## src/inc/dtc_params.svh

```systemverilog
// Purpose: Offsets, field positions, reset values and timing counts for the termination control.
// Assumes: 25 MHz reference clock; APB register access with 32-bit data.
// Notes: Asynchronous delay cycle counts are derived from times in picoseconds; the other counts are given in cycles.
`ifndef DTC_PARAMS_SVH
`define DTC_PARAMS_SVH

// Register byte offsets
`define DTC_CTRL_OFS 8'h00
`define DTC_LAT_OFS 8'h04
`define DTC_STATUS_OFS 8'h08

// Control register fields
`define DTC_CTRL_NOM_BIT 0
`define DTC_CTRL_WR_BIT 1
`define DTC_CTRL_PDDLL_BIT 2
`define DTC_CTRL_DLLRST_BIT 3
`define DTC_CTRL_RESET 4'h0

// Latency register fields and reset values
`define DTC_LAT_CWL_LSB 0
`define DTC_LAT_AL_LSB 4
`define DTC_LAT_FIELD_W 4
`define DTC_CWL_RESET 4'h5
`define DTC_AL_RESET 4'h0

// Status register fields
`define DTC_ST_MODE_LSB 0
`define DTC_ST_TERM_BIT 2
`define DTC_ST_RESYNC_BIT 3
`define DTC_ST_REFRESH_BIT 4

// Timing
`define DTC_CLK_PERIOD_PS 40000
`define DTC_ASYNC_MIN_PS 2000
`define DTC_ASYNC_MAX_PS 8500
`define DTC_ASYNC_MIN_CYC ((`DTC_ASYNC_MIN_PS + `DTC_CLK_PERIOD_PS - 1) / `DTC_CLK_PERIOD_PS)
`define DTC_ASYNC_MAX_RAW (`DTC_ASYNC_MAX_PS / `DTC_CLK_PERIOD_PS)
`define DTC_ASYNC_MAX_CYC ((`DTC_ASYNC_MAX_RAW < 1) ? 1 : `DTC_ASYNC_MAX_RAW)
`define DTC_REFRESH_CYCLES 8
`define DTC_XPDLL_CYCLES 10
`define DTC_RESYNC_CYCLES 512
`define DTC_SYNC_OFFSET 2
`define DTC_LEAD_OFFSET 1

`endif

```

## src/inc/dtc_pkg.sv

```systemverilog
// Purpose: Types shared by the termination control modules.
// Assumes: Nothing beyond the parameter header.
// Notes: Mode codes are Gray along sync, entry, async, exit.
package dtc_pkg;
  typedef enum logic [1:0] {
    DTC_SYNC = 2'b00,
    DTC_ENTRY = 2'b01,
    DTC_ASYNC = 2'b11,
    DTC_EXIT = 2'b10
  } dtc_mode_type;
endpackage

```

## src/design/dtc_delay_line.sv

```systemverilog
// Purpose: Shift line of termination request samples with every stage visible.
// Assumes: Request pin is synchronous to ref_clk.
// Notes: Stage i holds the pin as sampled i edges earlier.
module dtc_delay_line #(
  parameter int DEPTH = 32
) (
  input wire logic ref_clk,
  input wire logic rst_n,
  input wire logic din,
  output logic [DEPTH-1:0] taps
);
  if (DEPTH < 2) begin : g_bad_depth
    $error("dtc_delay_line: DEPTH must be at least 2");
  end

  // First stage samples the pin itself
  always_ff @(posedge ref_clk) begin
    if (!rst_n) begin
      taps[0] <= 1'b0;
    end else begin
      taps[0] <= din;
    end
  end

  // Remaining stages, one flop each
  for (genvar i = 1; i < DEPTH; i++) begin : g_stage
    always_ff @(posedge ref_clk) begin
      if (!rst_n) begin
        taps[i] <= 1'b0;
      end else begin
        taps[i] <= taps[i-1];
      end
    end
  end
endmodule // dtc_delay_line

```

## src/design/dtc_term_ctrl.sv

```systemverilog
// Purpose: On-die termination mode control with APB configuration and status.
// Assumes: Termination request, clock enable and refresh strobe are synchronous to ref_clk.
// Notes: Clock enable low is taken as precharge power-down; active power-down is not told apart.
`include "dtc_params.svh"

// Functional notes
// [RL1] Controller drops request half clock before read
// [RL2] Controller re-enables only after read postamble
// [RL3] Earlier release and later restore are legal
// [RL4] DLL-off power-down selects asynchronous termination
// [RL5] DLL resynchronising also uses asynchronous termination
// [RL6] Async ignores additive latency, uses elapsed time
// [RL7] Async turn-on between 2 and 8.5 ns; the code turns on one 40 ns clock after the sampling edge
// [RL8] Async turn-off between 2 and 8.5 ns; the code turns off one 40 ns clock after the sampling edge
// [RL9] Entry window only with DLL-off power-down
// [RL10] Entry window closes at first clock-enable low
// [RL11] Lead time is larger latency plus one
// [RL12] Refresh in progress extends entry window
// [RL13] Turn-on in window within combined bounds
// [RL14] Turn-off in window within combined bounds
// [RL15] Before window synchronous, after window asynchronous
// [RL16] Exit window is lead time plus exit time
// [RL17] Sync latencies equal write latency minus two
// [RL18] Track mode, choose timing per request
module dtc_term_ctrl #(
  parameter int REFRESH_CYCLES = `DTC_REFRESH_CYCLES,
  parameter int XPDLL_CYCLES = `DTC_XPDLL_CYCLES,
  parameter int RESYNC_CYCLES = `DTC_RESYNC_CYCLES,
  parameter int MAX_WL = 32,
  parameter int TIMER_W = 16
) (
  input wire logic ref_clk,
  input wire logic rst_n,
  input wire logic psel,
  input wire logic penable,
  input wire logic pwrite,
  input wire logic [7:0] paddr,
  input wire logic [31:0] pwdata,
  output logic [31:0] prdata,
  output logic pready,
  output logic pslverr,
  input wire logic term_req,
  input wire logic cke,
  input wire logic refresh_cmd,
  output logic term_on,
  output logic term_async,
  output logic [1:0] term_mode
);
  localparam int SEL_W = $clog2(MAX_WL);
  localparam int ASYNC_CYC = `DTC_ASYNC_MIN_CYC;
  localparam int FW = `DTC_LAT_FIELD_W;

  // Elaboration checks on parameters the logic cannot serve
  if (MAX_WL < 2 * (1 << FW)) begin : g_bad_wl
    $error("dtc_term_ctrl: MAX_WL too small for the latency fields");
  end
  if (REFRESH_CYCLES < 1 || XPDLL_CYCLES < 1 || RESYNC_CYCLES < 1) begin : g_bad_cnt
    $error("dtc_term_ctrl: timing counts must be at least one cycle");
  end
  if (REFRESH_CYCLES + XPDLL_CYCLES + MAX_WL >= (1 << TIMER_W) || RESYNC_CYCLES >= (1 << TIMER_W)) begin : g_bad_tw
    $error("dtc_term_ctrl: TIMER_W too narrow for the timing counts");
  end
  if (ASYNC_CYC > `DTC_ASYNC_MAX_CYC || ASYNC_CYC >= MAX_WL) begin : g_bad_async
    $error("dtc_term_ctrl: asynchronous delay window cannot be met at this clock");
  end

  // Configuration state
  logic nom_en_q;
  logic wr_en_q;
  logic pd_dll_sel_q;
  logic [FW-1:0] cwl_q;
  logic [FW-1:0] al_q;

  // Bus and pin state
  logic [31:0] prdata_q;
  logic pready_q;
  logic pslverr_q;
  logic cke_q;
  logic cke_prev_q;
  logic term_on_q;
  logic term_async_q;
  dtc_pkg::dtc_mode_type mode_q;
  dtc_pkg::dtc_mode_type mode_d;

  // Derived values
  logic rtt_en;
  logic [FW:0] wl;
  logic [SEL_W-1:0] sync_sel;
  logic [TIMER_W-1:0] exit_load;
  logic [MAX_WL-1:0] taps;
  logic sync_resp;
  logic async_resp;
  logic use_async;
  logic cke_fell;
  logic cke_rose;
  logic refresh_busy;
  logic resync_busy;
  logic exit_busy;
  logic exit_load_en;
  logic dll_reset_wr;
  logic bus_setup;
  logic bus_commit;
  logic addr_hit;
  logic [31:0] rd_word;

  // Termination only matters when either termination value is enabled
  assign rtt_en = nom_en_q | wr_en_q;

  // Write latency is CAS write latency plus additive latency
  assign wl = {1'b0, cwl_q} + {1'b0, al_q};

  // Sync latency WL-2 counted from the sampling edge; the output flop adds one edge,
  // so the tap index is WL-3; tiny settings clamp to the first stage
  always_comb begin
    if (wl > (FW + 1)'(`DTC_SYNC_OFFSET + 1)) begin
      sync_sel = SEL_W'(wl - (FW + 1)'(`DTC_SYNC_OFFSET + 1)); // see [RL17]
    end else begin
      sync_sel = '0;
    end
  end

  // Exit window spans lead time (WL-1) plus the DLL-off exit time
  assign exit_load = TIMER_W'(wl) - TIMER_W'(`DTC_LEAD_OFFSET) + TIMER_W'(XPDLL_CYCLES); // see [RL11] see [RL16]

  // Request history; the pin is sampled at each edge into stage zero
  dtc_delay_line #(
    .DEPTH(MAX_WL)
  ) u_delay (
    .ref_clk(ref_clk),
    .rst_n(rst_n),
    .din(term_req),
    .taps(taps)
  );

  // Synchronous path carries the additive latency, the asynchronous one does not
  assign sync_resp = taps[sync_sel]; // see [RL17]
  assign async_resp = taps[ASYNC_CYC-1]; // see [RL6] see [RL7] see [RL8]

  // Refresh in flight, measured from the refresh command.
  // A second refresh while one runs restarts the count; the later command governs.
  dtc_timer #(
    .WIDTH(TIMER_W)
  ) u_refresh (
    .ref_clk(ref_clk),
    .rst_n(rst_n),
    .load(refresh_cmd),
    .load_val(TIMER_W'(REFRESH_CYCLES)),
    .busy(refresh_busy)
  );

  // DLL resynchronisation after a software DLL reset
  dtc_timer #(
    .WIDTH(TIMER_W)
  ) u_resync (
    .ref_clk(ref_clk),
    .rst_n(rst_n),
    .load(dll_reset_wr),
    .load_val(TIMER_W'(RESYNC_CYCLES)),
    .busy(resync_busy)
  );

  // Power-down exit transition span
  dtc_timer #(
    .WIDTH(TIMER_W)
  ) u_exit (
    .ref_clk(ref_clk),
    .rst_n(rst_n),
    .load(exit_load_en),
    .load_val(exit_load),
    .busy(exit_busy)
  );

  // Clock enable is registered; edges are seen on the registered copy.
  // Both stages reset to the idle high level, so no false fall follows reset.
  always_ff @(posedge ref_clk) begin
    if (!rst_n) begin
      cke_q <= 1'b1;
      cke_prev_q <= 1'b1;
    end else begin
      cke_q <= cke;
      cke_prev_q <= cke_q;
    end
  end

  assign cke_fell = cke_prev_q & ~cke_q;
  assign cke_rose = ~cke_prev_q & cke_q;
  assign exit_load_en = (mode_q == dtc_pkg::DTC_ASYNC) && cke_rose;

  // Mode tracking; entry window only exists with the DLL-off power-down choice
  always_comb begin
    mode_d = mode_q;
    unique case (mode_q)
      dtc_pkg::DTC_SYNC: begin
        if (rtt_en && !pd_dll_sel_q && cke_fell) begin // see [RL4] see [RL9] see [RL10]
          if (refresh_busy) begin
            mode_d = dtc_pkg::DTC_ENTRY; // see [RL12]
          end else begin
            mode_d = dtc_pkg::DTC_ASYNC; // see [RL15]
          end
        end
      end
      dtc_pkg::DTC_ENTRY: begin
        if (cke_q) begin
          mode_d = dtc_pkg::DTC_SYNC;
        end else if (!refresh_busy) begin
          mode_d = dtc_pkg::DTC_ASYNC; // see [RL12]
        end
      end
      dtc_pkg::DTC_ASYNC: begin
        if (cke_rose) begin
          mode_d = dtc_pkg::DTC_EXIT; // see [RL16]
        end
      end
      dtc_pkg::DTC_EXIT: begin
        if (!cke_q) begin
          mode_d = dtc_pkg::DTC_ASYNC; // Short high pulse: windows overlap
        end else if (!exit_busy) begin
          mode_d = dtc_pkg::DTC_SYNC; // see [RL16]
        end
      end
    endcase
  end

  // Mode register; leaving power-down is honoured in the table, disabling termination only blocks entry from sync
  always_ff @(posedge ref_clk) begin
    if (!rst_n) begin
      mode_q <= dtc_pkg::DTC_SYNC;
    end else begin
      mode_q <= mode_d; // see [RL18]
    end
  end

  // Response timing choice. In the entry window the synchronous latency is used:
  // it lies inside the combined bounds and leaves queued requests undisturbed.
  // The exit window answers asynchronously, also inside the combined bounds.
  always_comb begin
    use_async = resync_busy; // see [RL5]
    unique case (mode_q)
      dtc_pkg::DTC_SYNC: use_async = resync_busy;
      dtc_pkg::DTC_ENTRY: use_async = resync_busy; // see [RL13] see [RL14]
      dtc_pkg::DTC_ASYNC: use_async = 1'b1; // see [RL4] see [RL15]
      dtc_pkg::DTC_EXIT: use_async = 1'b1; // see [RL13] see [RL14]
    endcase
  end

  // Applied termination; nothing is applied while both values are disabled
  always_ff @(posedge ref_clk) begin
    if (!rst_n) begin
      term_on_q <= 1'b0;
      term_async_q <= 1'b0;
    end else begin
      term_async_q <= use_async;
      if (!rtt_en) begin
        term_on_q <= 1'b0;
      end else if (use_async) begin
        term_on_q <= async_resp; // see [RL7] see [RL8]
      end else begin
        term_on_q <= sync_resp; // see [RL17]
      end
    end
  end

  // The controller keeps request low around reads; the device relies on it
  // and simply follows the pin, so overlap is not detected here. see [RL1] see [RL2]

  // APB: ready is raised in the setup cycle so every access takes one access phase.
  // The setup term ignores a cycle in which ready is already high, so a transfer
  // is never answered twice, and back-to-back setups are still taken at once.
  assign bus_setup = psel & ~penable & ~pready_q;
  assign bus_commit = psel & penable & pready_q;
  assign addr_hit = (paddr == `DTC_CTRL_OFS) || (paddr == `DTC_LAT_OFS) || (paddr == `DTC_STATUS_OFS);
  assign dll_reset_wr = bus_commit & pwrite & (paddr == `DTC_CTRL_OFS) & pwdata[`DTC_CTRL_DLLRST_BIT];

  // Read word assembly; reserved bits read as zero
  always_comb begin
    rd_word = 32'h0000_0000;
    unique case (paddr)
      `DTC_CTRL_OFS: begin
        rd_word[`DTC_CTRL_NOM_BIT] = nom_en_q;
        rd_word[`DTC_CTRL_WR_BIT] = wr_en_q;
        rd_word[`DTC_CTRL_PDDLL_BIT] = pd_dll_sel_q;
      end
      `DTC_LAT_OFS: begin
        rd_word[`DTC_LAT_CWL_LSB +: FW] = cwl_q;
        rd_word[`DTC_LAT_AL_LSB +: FW] = al_q;
      end
      `DTC_STATUS_OFS: begin
        rd_word[`DTC_ST_MODE_LSB +: 2] = mode_q;
        rd_word[`DTC_ST_TERM_BIT] = term_on_q;
        rd_word[`DTC_ST_RESYNC_BIT] = resync_busy;
        rd_word[`DTC_ST_REFRESH_BIT] = refresh_busy;
      end
      default: rd_word = 32'h0000_0000;
    endcase
  end

  // Bus answer flops; data and error are prepared during setup
  always_ff @(posedge ref_clk) begin
    if (!rst_n) begin
      pready_q <= 1'b0;
      pslverr_q <= 1'b0;
      prdata_q <= 32'h0000_0000;
    end else if (bus_setup) begin
      pready_q <= 1'b1;
      pslverr_q <= ~addr_hit;
      prdata_q <= pwrite ? 32'h0000_0000 : rd_word;
    end else begin
      pready_q <= 1'b0;
      pslverr_q <= 1'b0;
      prdata_q <= 32'h0000_0000;
    end
  end

  // Control register; the DLL reset bit is a strobe and is not stored
  always_ff @(posedge ref_clk) begin
    if (!rst_n) begin
      nom_en_q <= 1'b0;
      wr_en_q <= 1'b0;
      pd_dll_sel_q <= 1'b0;
    end else if (bus_commit && pwrite && paddr == `DTC_CTRL_OFS) begin
      nom_en_q <= pwdata[`DTC_CTRL_NOM_BIT];
      wr_en_q <= pwdata[`DTC_CTRL_WR_BIT];
      pd_dll_sel_q <= pwdata[`DTC_CTRL_PDDLL_BIT]; // see [RL9]
    end
  end

  // Latency register; changing it mid-flight shifts the synchronous tap at once
  always_ff @(posedge ref_clk) begin
    if (!rst_n) begin
      cwl_q <= `DTC_CWL_RESET;
      al_q <= `DTC_AL_RESET;
    end else if (bus_commit && pwrite && paddr == `DTC_LAT_OFS) begin
      cwl_q <= pwdata[`DTC_LAT_CWL_LSB +: FW];
      al_q <= pwdata[`DTC_LAT_AL_LSB +: FW];
    end
  end

  // Outputs straight from flops; term_async tells how the current term_on was timed
  assign prdata = prdata_q;
  assign pready = pready_q;
  assign pslverr = pslverr_q;
  assign term_on = term_on_q;
  assign term_async = term_async_q;
  assign term_mode = mode_q;
endmodule // dtc_term_ctrl

```

## src/design/dtc_timer.sv

```systemverilog
// Purpose: Loadable down counter that reports busy while counting.
// Assumes: Load has priority over counting.
// Notes: Busy stays high for exactly the loaded number of cycles.
module dtc_timer #(
  parameter int WIDTH = 16
) (
  input wire logic ref_clk,
  input wire logic rst_n,
  input wire logic load,
  input wire logic [WIDTH-1:0] load_val,
  output logic busy
);
  logic [WIDTH-1:0] count_q;

  if (WIDTH < 2) begin : g_bad_width
    $error("dtc_timer: WIDTH must be at least 2");
  end

  // A reload restarts the span, so back-to-back events extend it
  always_ff @(posedge ref_clk) begin
    if (!rst_n) begin
      count_q <= '0;
    end else if (load) begin
      count_q <= load_val;
    end else if (count_q != '0) begin
      count_q <= count_q - 1'b1;
    end
  end

  assign busy = (count_q != '0);
endmodule // dtc_timer

```

## config.mk

```make
export PLATFORM = sky130hd
export DESIGN_NAME = dtc_term_ctrl
export DESIGN_NICKNAME = d
export VERILOG_FILES = /design/src/inc/dtc_pkg.sv /design/src/design/dtc_delay_line.sv /design/src/design/dtc_term_ctrl.sv /design/src/design/dtc_timer.sv
export VERILOG_INCLUDE_DIRS = /design/src /design/src/inc
export SDC_FILE = /design/constraint.sdc
export NUM_CORES = 1
export LEC_CHECK = 0
export BUFFER_PORTS_ARGS = -buffer_cell sky130_fd_sc_hd__buf_2
export CORE_MARGIN = 8
export CORE_UTILIZATION = 35
export DETAILED_ROUTE_END_ITERATION = 10
export PLACE_DENSITY = 0.56
export SKIP_LAST_GASP = 1
export SLEW_MARGIN = 5
export SYNTH_ARGS = -nofsm -noshare
export SYNTH_HDL_FRONTEND = slang
export SYNTH_SLANG_ARGS = --single-unit
```

## constraint.sdc

```tcl
create_clock -name ref_clk -period 4.2 [get_ports ref_clk]
set_clock_uncertainty 0.05 [all_clocks]
set_input_delay 0.42 -clock ref_clk [delete_from_list [all_inputs] [get_ports ref_clk]]
set_output_delay 0.42 -clock ref_clk [all_outputs]
set_load 0.01 [all_outputs]
```

* Word level (Yosys, flattened, before mapping)
Index checks and enable logic that the tools add are counted.
W data, S select, Z words.
** Storage, ports and cells
- Register bits after elaboration :: 131
- Bits in latches :: 0
- Bits in writable memories :: 0
- ROM bits :: 0
- Output and inout bits :: 38
- Logic and storage cells :: 136
- Memories kept :: 0
** Cells by class
- Add/subtract/negate cells :: 7
- Multipliers :: 0
- Divide/modulo/power cells :: 0
- Order comparisons :: 2
- Equality and inequality tests :: 9
- Shift operators :: 0
- Mux-type cells :: 22
- Bitwise operators :: 18
- Reduce and logical (&&, ||, !) cells :: 26
** Operators with widths (count)
- $reduce_bool A16 Y1 :: 3
- $sub A16 B1 Y16 const B :: 3
- $mux W16 :: 2
- $mux W10 :: 2
- $mux W2 :: 7
- $and A1 B1 Y1 :: 9
- $pmux W3 S3 :: 1
- $eq A8 B3 Y1 const B :: 1
- $eq A8 B4 Y1 const B :: 1
- $logic_not A8 Y1 :: 1
- $mux W4 :: 2
- $not A1 Y1 :: 8
- $pmux W2 S4 :: 1
- $reduce_or A2 Y1 :: 4
- $add A6 B5 Y7 const B :: 1
- $logic_and A1 B1 Y1 :: 6
- $lt A5 B6 Y1 const B :: 1
- $ne A3 B3 Y1 const B :: 2
- $reduce_bool A2 Y1 :: 3
- $sub A5 B1 Y6 const B :: 1
- $add A4 B4 Y5 :: 1
- $bmux W1 S5 :: 1
- $gt A5 B2 Y1 const B :: 1
- $mux W5 :: 1
- other kinds (15) :: 21

* Logic depth before layout (Yosys ltp)
- Depth after elaboration :: 6
- Gate-level depth with buffers :: 12
- Depth with buffers taken out :: 11

* Modules after synthesis
From an unflattened synthesis, not the netlist that was laid out.
** Unflattened totals
- Cells, all modules :: 688
- Area total of the unflattened synthesis :: 6038.3 um^2
** By module, submodules not included
- dtc_timer :: instances 3, cells an instance 108, area an instance 894.6 um^2
- dtc_term_ctrl :: instances 1, cells an instance 297, area an instance 2458.6 um^2
- dtc_delay_line :: instances 1, cells an instance 67, area an instance 895.9 um^2

* Least setup slack after synthesis
OpenSTA, ideal clock, no wires.
- Path type :: reg2reg
- Start :: register cwl_q[0]
- End :: register term_on_q (netlist: term_on)
- Library setup time :: 0.122 ns
- Arrival time :: 2.862 ns
- Slack :: 1.166 ns
- Stages on the path, launching flop included :: 12
- Buffers on the path :: 0
- Period minus slack after synthesis :: 3.034 ns
- Cells stage by stage :: dfxtp_1 -> ha_1 -> fa_1 -> ha_1 -> and3b_1 -> a211oi_1 -> o211ai_1 -> o21a_1 -> or4b_1 -> o211ai_1 -> o31a_1 -> a21oi_1
** Between the ends
- Longest elaborated chain between the ends :: 6
- Elaborated cells between the ends (all ways) :: 7
- Classes of those cells :: add/sub: 2; order compare: 1; mux: 4
** RTL lines
- start, declared :: line dtc_term_ctrl.sv:71 : logic [FW-1:0] cwl_q;
- start signal, assigned :: line dtc_term_ctrl.sv:330 : cwl_q <= `DTC_CWL_RESET;
- start signal, assigned :: line dtc_term_ctrl.sv:333 : cwl_q <= pwdata[`DTC_LAT_CWL_LSB +: FW];
- $add A4 B4 Y5 * :: line dtc_term_ctrl.sv:110 : assign wl = {1'b0, cwl_q} + {1'b0, al_q};
- $sub A5 B2 Y5 / $gt A5 B2 Y1 (equally long branches) :: line dtc_term_ctrl.sv:116, dtc_term_ctrl.sv:115
- $mux W5 * :: line dtc_term_ctrl.sv:115 : if (wl > (FW + 1)'(`DTC_SYNC_OFFSET + 1)) begin
- $bmux W1 S5 * :: line dtc_term_ctrl.sv:136 : assign sync_resp = taps[sync_sel];
- $mux W1 (not written as such) * :: line dtc_term_ctrl.sv:136
- $mux W1 * :: line dtc_term_ctrl.sv:255 : end else if (use_async) begin
- end signal, assigned :: line dtc_term_ctrl.sv:256 : term_on_q <= async_resp;
- end signal, assigned :: line dtc_term_ctrl.sv:258 : term_on_q <= sync_resp;
- end, declared :: line dtc_term_ctrl.sv:80 : logic term_on_q;
Every way passes the cells marked *; elsewhere a longest branch is shown, timed or not. The select of a mux whose other input is x is not followed.
A chain may end at the register's enable or synchronous reset.

* Final worst setup path
Same ends and word-level chain as after synthesis.

==> run_summary.xml <==
<?xml version="1.0" encoding="UTF-8"?>
<metrics>
  <group name="synthesis">
    <metric name="ys.warnings.count" unit="">0</metric>
    <metric name="synth-seq-cells" unit="">107</metric>
    <metric name="share_of_synthesized_flip_flops_with_an_asynchronous_set_or_reset" unit="%">0</metric>
    <metric name="synth_top_cells_by_count" unit="">dfxtp_1, nor2_1, nand2_1</metric>
    <metric name="synthSimpleGateAreaFrac" unit="%">23.7</metric>
    <metric name="post_synthesis_mean_instance_area" unit="µm²">8.89</metric>
    <metric name="synth-seq-area-share" unit="%">41.0</metric>
    <metric name="synth_top_cells_by_area" unit="">dfxtp_1, nor2_1, mux2i_1</metric>
    <metric name="complex_gate_fraction_of_the_synthesized_area" unit="%">12.4</metric>
    <metric name="synth_area" unit="mm²">0.00523</metric>
    <metric name="synth_top_area_share" unit="%">41.0</metric>
    <metric name="yosys.area.top_type" unit="">dfxtp_1</metric>
    <metric name="combinational_family_with_the_most_area_after_synthesis" unit="">simple AND/OR/NAND/NOR gates</metric>
    <metric name="synth-edff-count" unit="">0</metric>
    <metric name="synth.most_common_cell" unit="">dfxtp_1</metric>
    <metric name="synth_cells" unit="">588</metric>
    <metric name="synth_mux_area_share" unit="%">4.84</metric>
    <metric name="synth_cell_types" unit="">64</metric>
    <metric name="synth_fa_ha_area_share" unit="%">3.97</metric>
    <metric name="ys_dominant_reg_cell" unit="">dfxtp_1</metric>
    <metric name="synth_xor_xnor_area_share" unit="%">7.80</metric>
  </group>
  <group name="worst_setup_path">
    <metric name="worstPathArrival" unit="ns">3.64</metric>
    <metric name="criticalPathCategory" unit="">reg2reg</metric>
    <metric name="endpoint_type_of_the_worst_setup_path" unit="">flip-flop</metric>
    <metric name="critical_path.reg2reg.startpoint" unit="">cwl_q[0]</metric>
    <metric name="critical_path.slowest_cell" unit="">fa_1</metric>
    <metric name="critPathMaxFanout" unit="">14</metric>
    <metric name="path_cells" unit="">ha_1 &gt; fa_1 &gt; ha_1 &gt; and3b_1 &gt; a211oi_1 &gt; o211ai_1 &gt; buf_4 &gt; o21a_1 &gt; or4b_1 &gt; o211ai_1 &gt; o31a_1 &gt; a21oi_1</metric>
    <metric name="startpoint_type" unit="">flip-flop</metric>
    <metric name="cp.required" unit="ns">4.39</metric>
    <metric name="path_buf_inv" unit="">1</metric>
    <metric name="critPathTopFamily" unit="">adder cells</metric>
    <metric name="worst_setup_path_startpoint" unit="">cwl_q[0]</metric>
    <metric name="delay_of_the_slowest_critical_path_stage" unit="ns">0.63</metric>
  </group>
  <group name="timing">
    <metric name="achievable-frequency" unit="MHz">289</metric>
    <metric name="hold_viol_final" unit="">0</metric>
    <metric name="final.hold.worst_slack" unit="ns">0.195</metric>
    <metric name="slew_violations" unit="">0</metric>
    <metric name="finalWorstPathRequiredPeriod" unit="ns">3.46</metric>
    <metric name="setup_violations" unit="">0</metric>
    <metric name="final.setup.tns" unit="ns">0</metric>
    <metric name="finalCritPeriodShare" unit="%">82.3</metric>
    <metric name="tightest_pin_transition" unit="ns">0.960</metric>
    <metric name="rsz0062_at_grt" unit="">no</metric>
    <metric name="timing.max_slew.rel_slack" unit="%">35.6</metric>
  </group>
  <group name="final_layout">
    <metric name="sequential_cell_area" unit="mm²">0.00214</metric>
    <metric name="fill_cells" unit="">1440</metric>
    <metric name="area.growth.synth_to_final" unit="%">10.6</metric>
    <metric name="share_of_layout_cells_above_drive_strength_1" unit="%">11.4</metric>
    <metric name="antenna_cells_inserted" unit="">0</metric>
    <metric name="design.final.nets" unit="">683</metric>
    <metric name="area_occupied_by_multi_input_gates" unit="mm²">0.00285</metric>
  </group>
  <group name="route">
    <metric name="drtAntennaViolNets" unit="">0</metric>
    <metric name="drt_iter0_markers" unit="">205</metric>
    <metric name="vias_per_cell" unit="">4.95</metric>
    <metric name="dr.pass1.iters" unit="">4</metric>
    <metric name="drc" unit="">0</metric>
    <metric name="route.detailed.wl_per_inst" unit="µm">13.8</metric>
    <metric name="wirelength" unit="µm">11100</metric>
    <metric name="vias" unit="">3997</metric>
  </group>
  <group name="cts">
    <metric name="cts.htree.levels" unit="">3</metric>
    <metric name="worst_setup_hold_path_clk_slew" unit="ns">0.07</metric>
    <metric name="cts_root_buffer" unit="">clkbuf_16</metric>
    <metric name="numClockSinks" unit="">107</metric>
    <metric name="number_of_buffers_inserted_for_hold_repair_after_clock_tree_synthesis" unit="">0</metric>
    <metric name="tritoncts" unit="">built</metric>
    <metric name="insertion_delay" unit="ns">0.36</metric>
    <metric name="maximum_buffer_depth_of_the_clock_tree" unit="">2</metric>
    <metric name="cts_resized" unit="">0</metric>
    <metric name="post_cts.repair.setup_buffers" unit="">0</metric>
    <metric name="num_cts_buffers" unit="">9</metric>
  </group>
  <group name="floorplan">
    <metric name="top_level_ports" unit="">86</metric>
    <metric name="dieArea" unit="mm²">0.0191</metric>
    <metric name="placeableCoreArea" unit="mm²">0.0146</metric>
    <metric name="dieHeight" unit="µm">138</metric>
    <metric name="initial_utilization" unit="%">35.8</metric>
    <metric name="fp-row-count" unit="">44</metric>
    <metric name="chipWidth" unit="µm">138</metric>
  </group>
  <group name="job">
    <metric name="cap_violations" unit="">0</metric>
  </group>
  <group name="place">
    <metric name="replace_congestion" unit="">0.819</metric>
    <metric name="hpwlAfterDp" unit="µm">8120</metric>
    <metric name="number_of_i_o_port_buffers" unit="">37</metric>
  </group>
  <group name="global_routing">
    <metric name="grt_pass1_wl" unit="µm">19300</metric>
    <metric name="grt.met3_usage" unit="%">3.94</metric>
    <metric name="antenna_found_initial" unit="">0</metric>
    <metric name="total_gr_overflow" unit="">0</metric>
    <metric name="grt_util_met2" unit="%">17.8</metric>
    <metric name="grtUsageMet1" unit="%">15.2</metric>
    <metric name="global_route.usage.total" unit="%">11.9</metric>
    <metric name="grt_max_degree" unit="">36</metric>
    <metric name="grt-busiest-layer" unit="">met2</metric>
    <metric name="grt_pass1_vias" unit="">3921</metric>
  </group>
  <group name="power">
    <metric name="finalPower" unit="µW">3590</metric>
    <metric name="leakagePower" unit="µW">0.00245</metric>
    <metric name="vdd_ir_drop_max" unit="V">0.000224</metric>
    <metric name="p_per_area" unit="mW/mm²">620</metric>
  </group>
  <group name="outcome">
    <metric name="run_status" unit="">finished, final reports clean</metric>
  </group>
  <group name="worst_hold_path">
    <metric name="hp-start" unit="">cke</metric>
    <metric name="timing.hold.worst.class" unit="">in2reg</metric>
  </group>
</metrics>
[cell families (layout without fill, tap and decap cells)]
family / count (synthesis) / after routing
and+or+nand+nor: 236 / 236
DFF: 107 / 107
AOI/OAI and AO/OA: 100 / 100
buffers and inverters: 61 / 74
xor gates and xnor gates: 42 / 42
muxes: 25 / 25
adders and majority gates: 16 / 16
other: 1 / 24
[path summary, 6_finish.rpt]
path / to / slack, ns / cells after the start
max reg2reg: term_on / 0.74 / 12
min reg2reg: u_delay.taps[31] / 0.41 / 1
min: cke_q / 0.20 / 2
max: term_on / 0.74 / 12
[power breakdown]
group	internal, µW	switching [µW]
logic	616	751
registers	1210	184
clock network	428	400
total	2250	1340
[metal layers]
metal  vias up  wire [µm]  part of all wire (%)
met1      1861       5500                    49
li1       2039          -                     -
met2        82       4780                    43
met5         -          0                     0
met4         0        229                   2.1
met3        15        634                   5.7
[metrics by stage]
stage	cells	utilization (%)	instance area, µm²	worst slack (ns)
6_report	808	39.6	5780	0.744
4_1_cts	808	39.6	5780	0.774
3_3_place_gp	792	37.7	5490	0.854
3_5_place_dp	792	37.7	5490	0.811
2_1_floorplan	611	-	5310	1.17
5_1_grt	808	39.6	5780	0.554
[final cells by class]
cell class / instances / share of cell area (%)
clock buffers: 11 / 4.20
clock inverters: 5 / 0.801
inverters: 18 / 1.17
multi-input cells: 443 / 49.2
flip-flops and latches: 107 / 37.0
well taps: 184 / 3.98
repair buffers: 40 / 3.59
[sequential cells by signal (all words and copies together) (netlist names)]
name	flops
term_on	1
cwl_q	4
pslverr	1
al_q	4
cke_prev_q	1
u_refresh.count_q	16
pready	1
u_delay.taps	32
term_async	1
pd_dll_sel_q	1
u_resync.count_q	16
u_exit.count_q	16
cke_q	1
term_mode	2
nom_en_q	1
prdata	8
wr_en_q	1
[layout by cell type (no fill, tap or decap), types with 17 or more instances in the layout]
cell,instances
nor2_1,63
dfxtp_1,107
buf_2,37
xnor2_1,25
a21oi_1,33
inv_1,17
nand2_1,46
mux2i_1,23
and2_1,35
conb_1,24
Power figures use the tool's default switching activity.
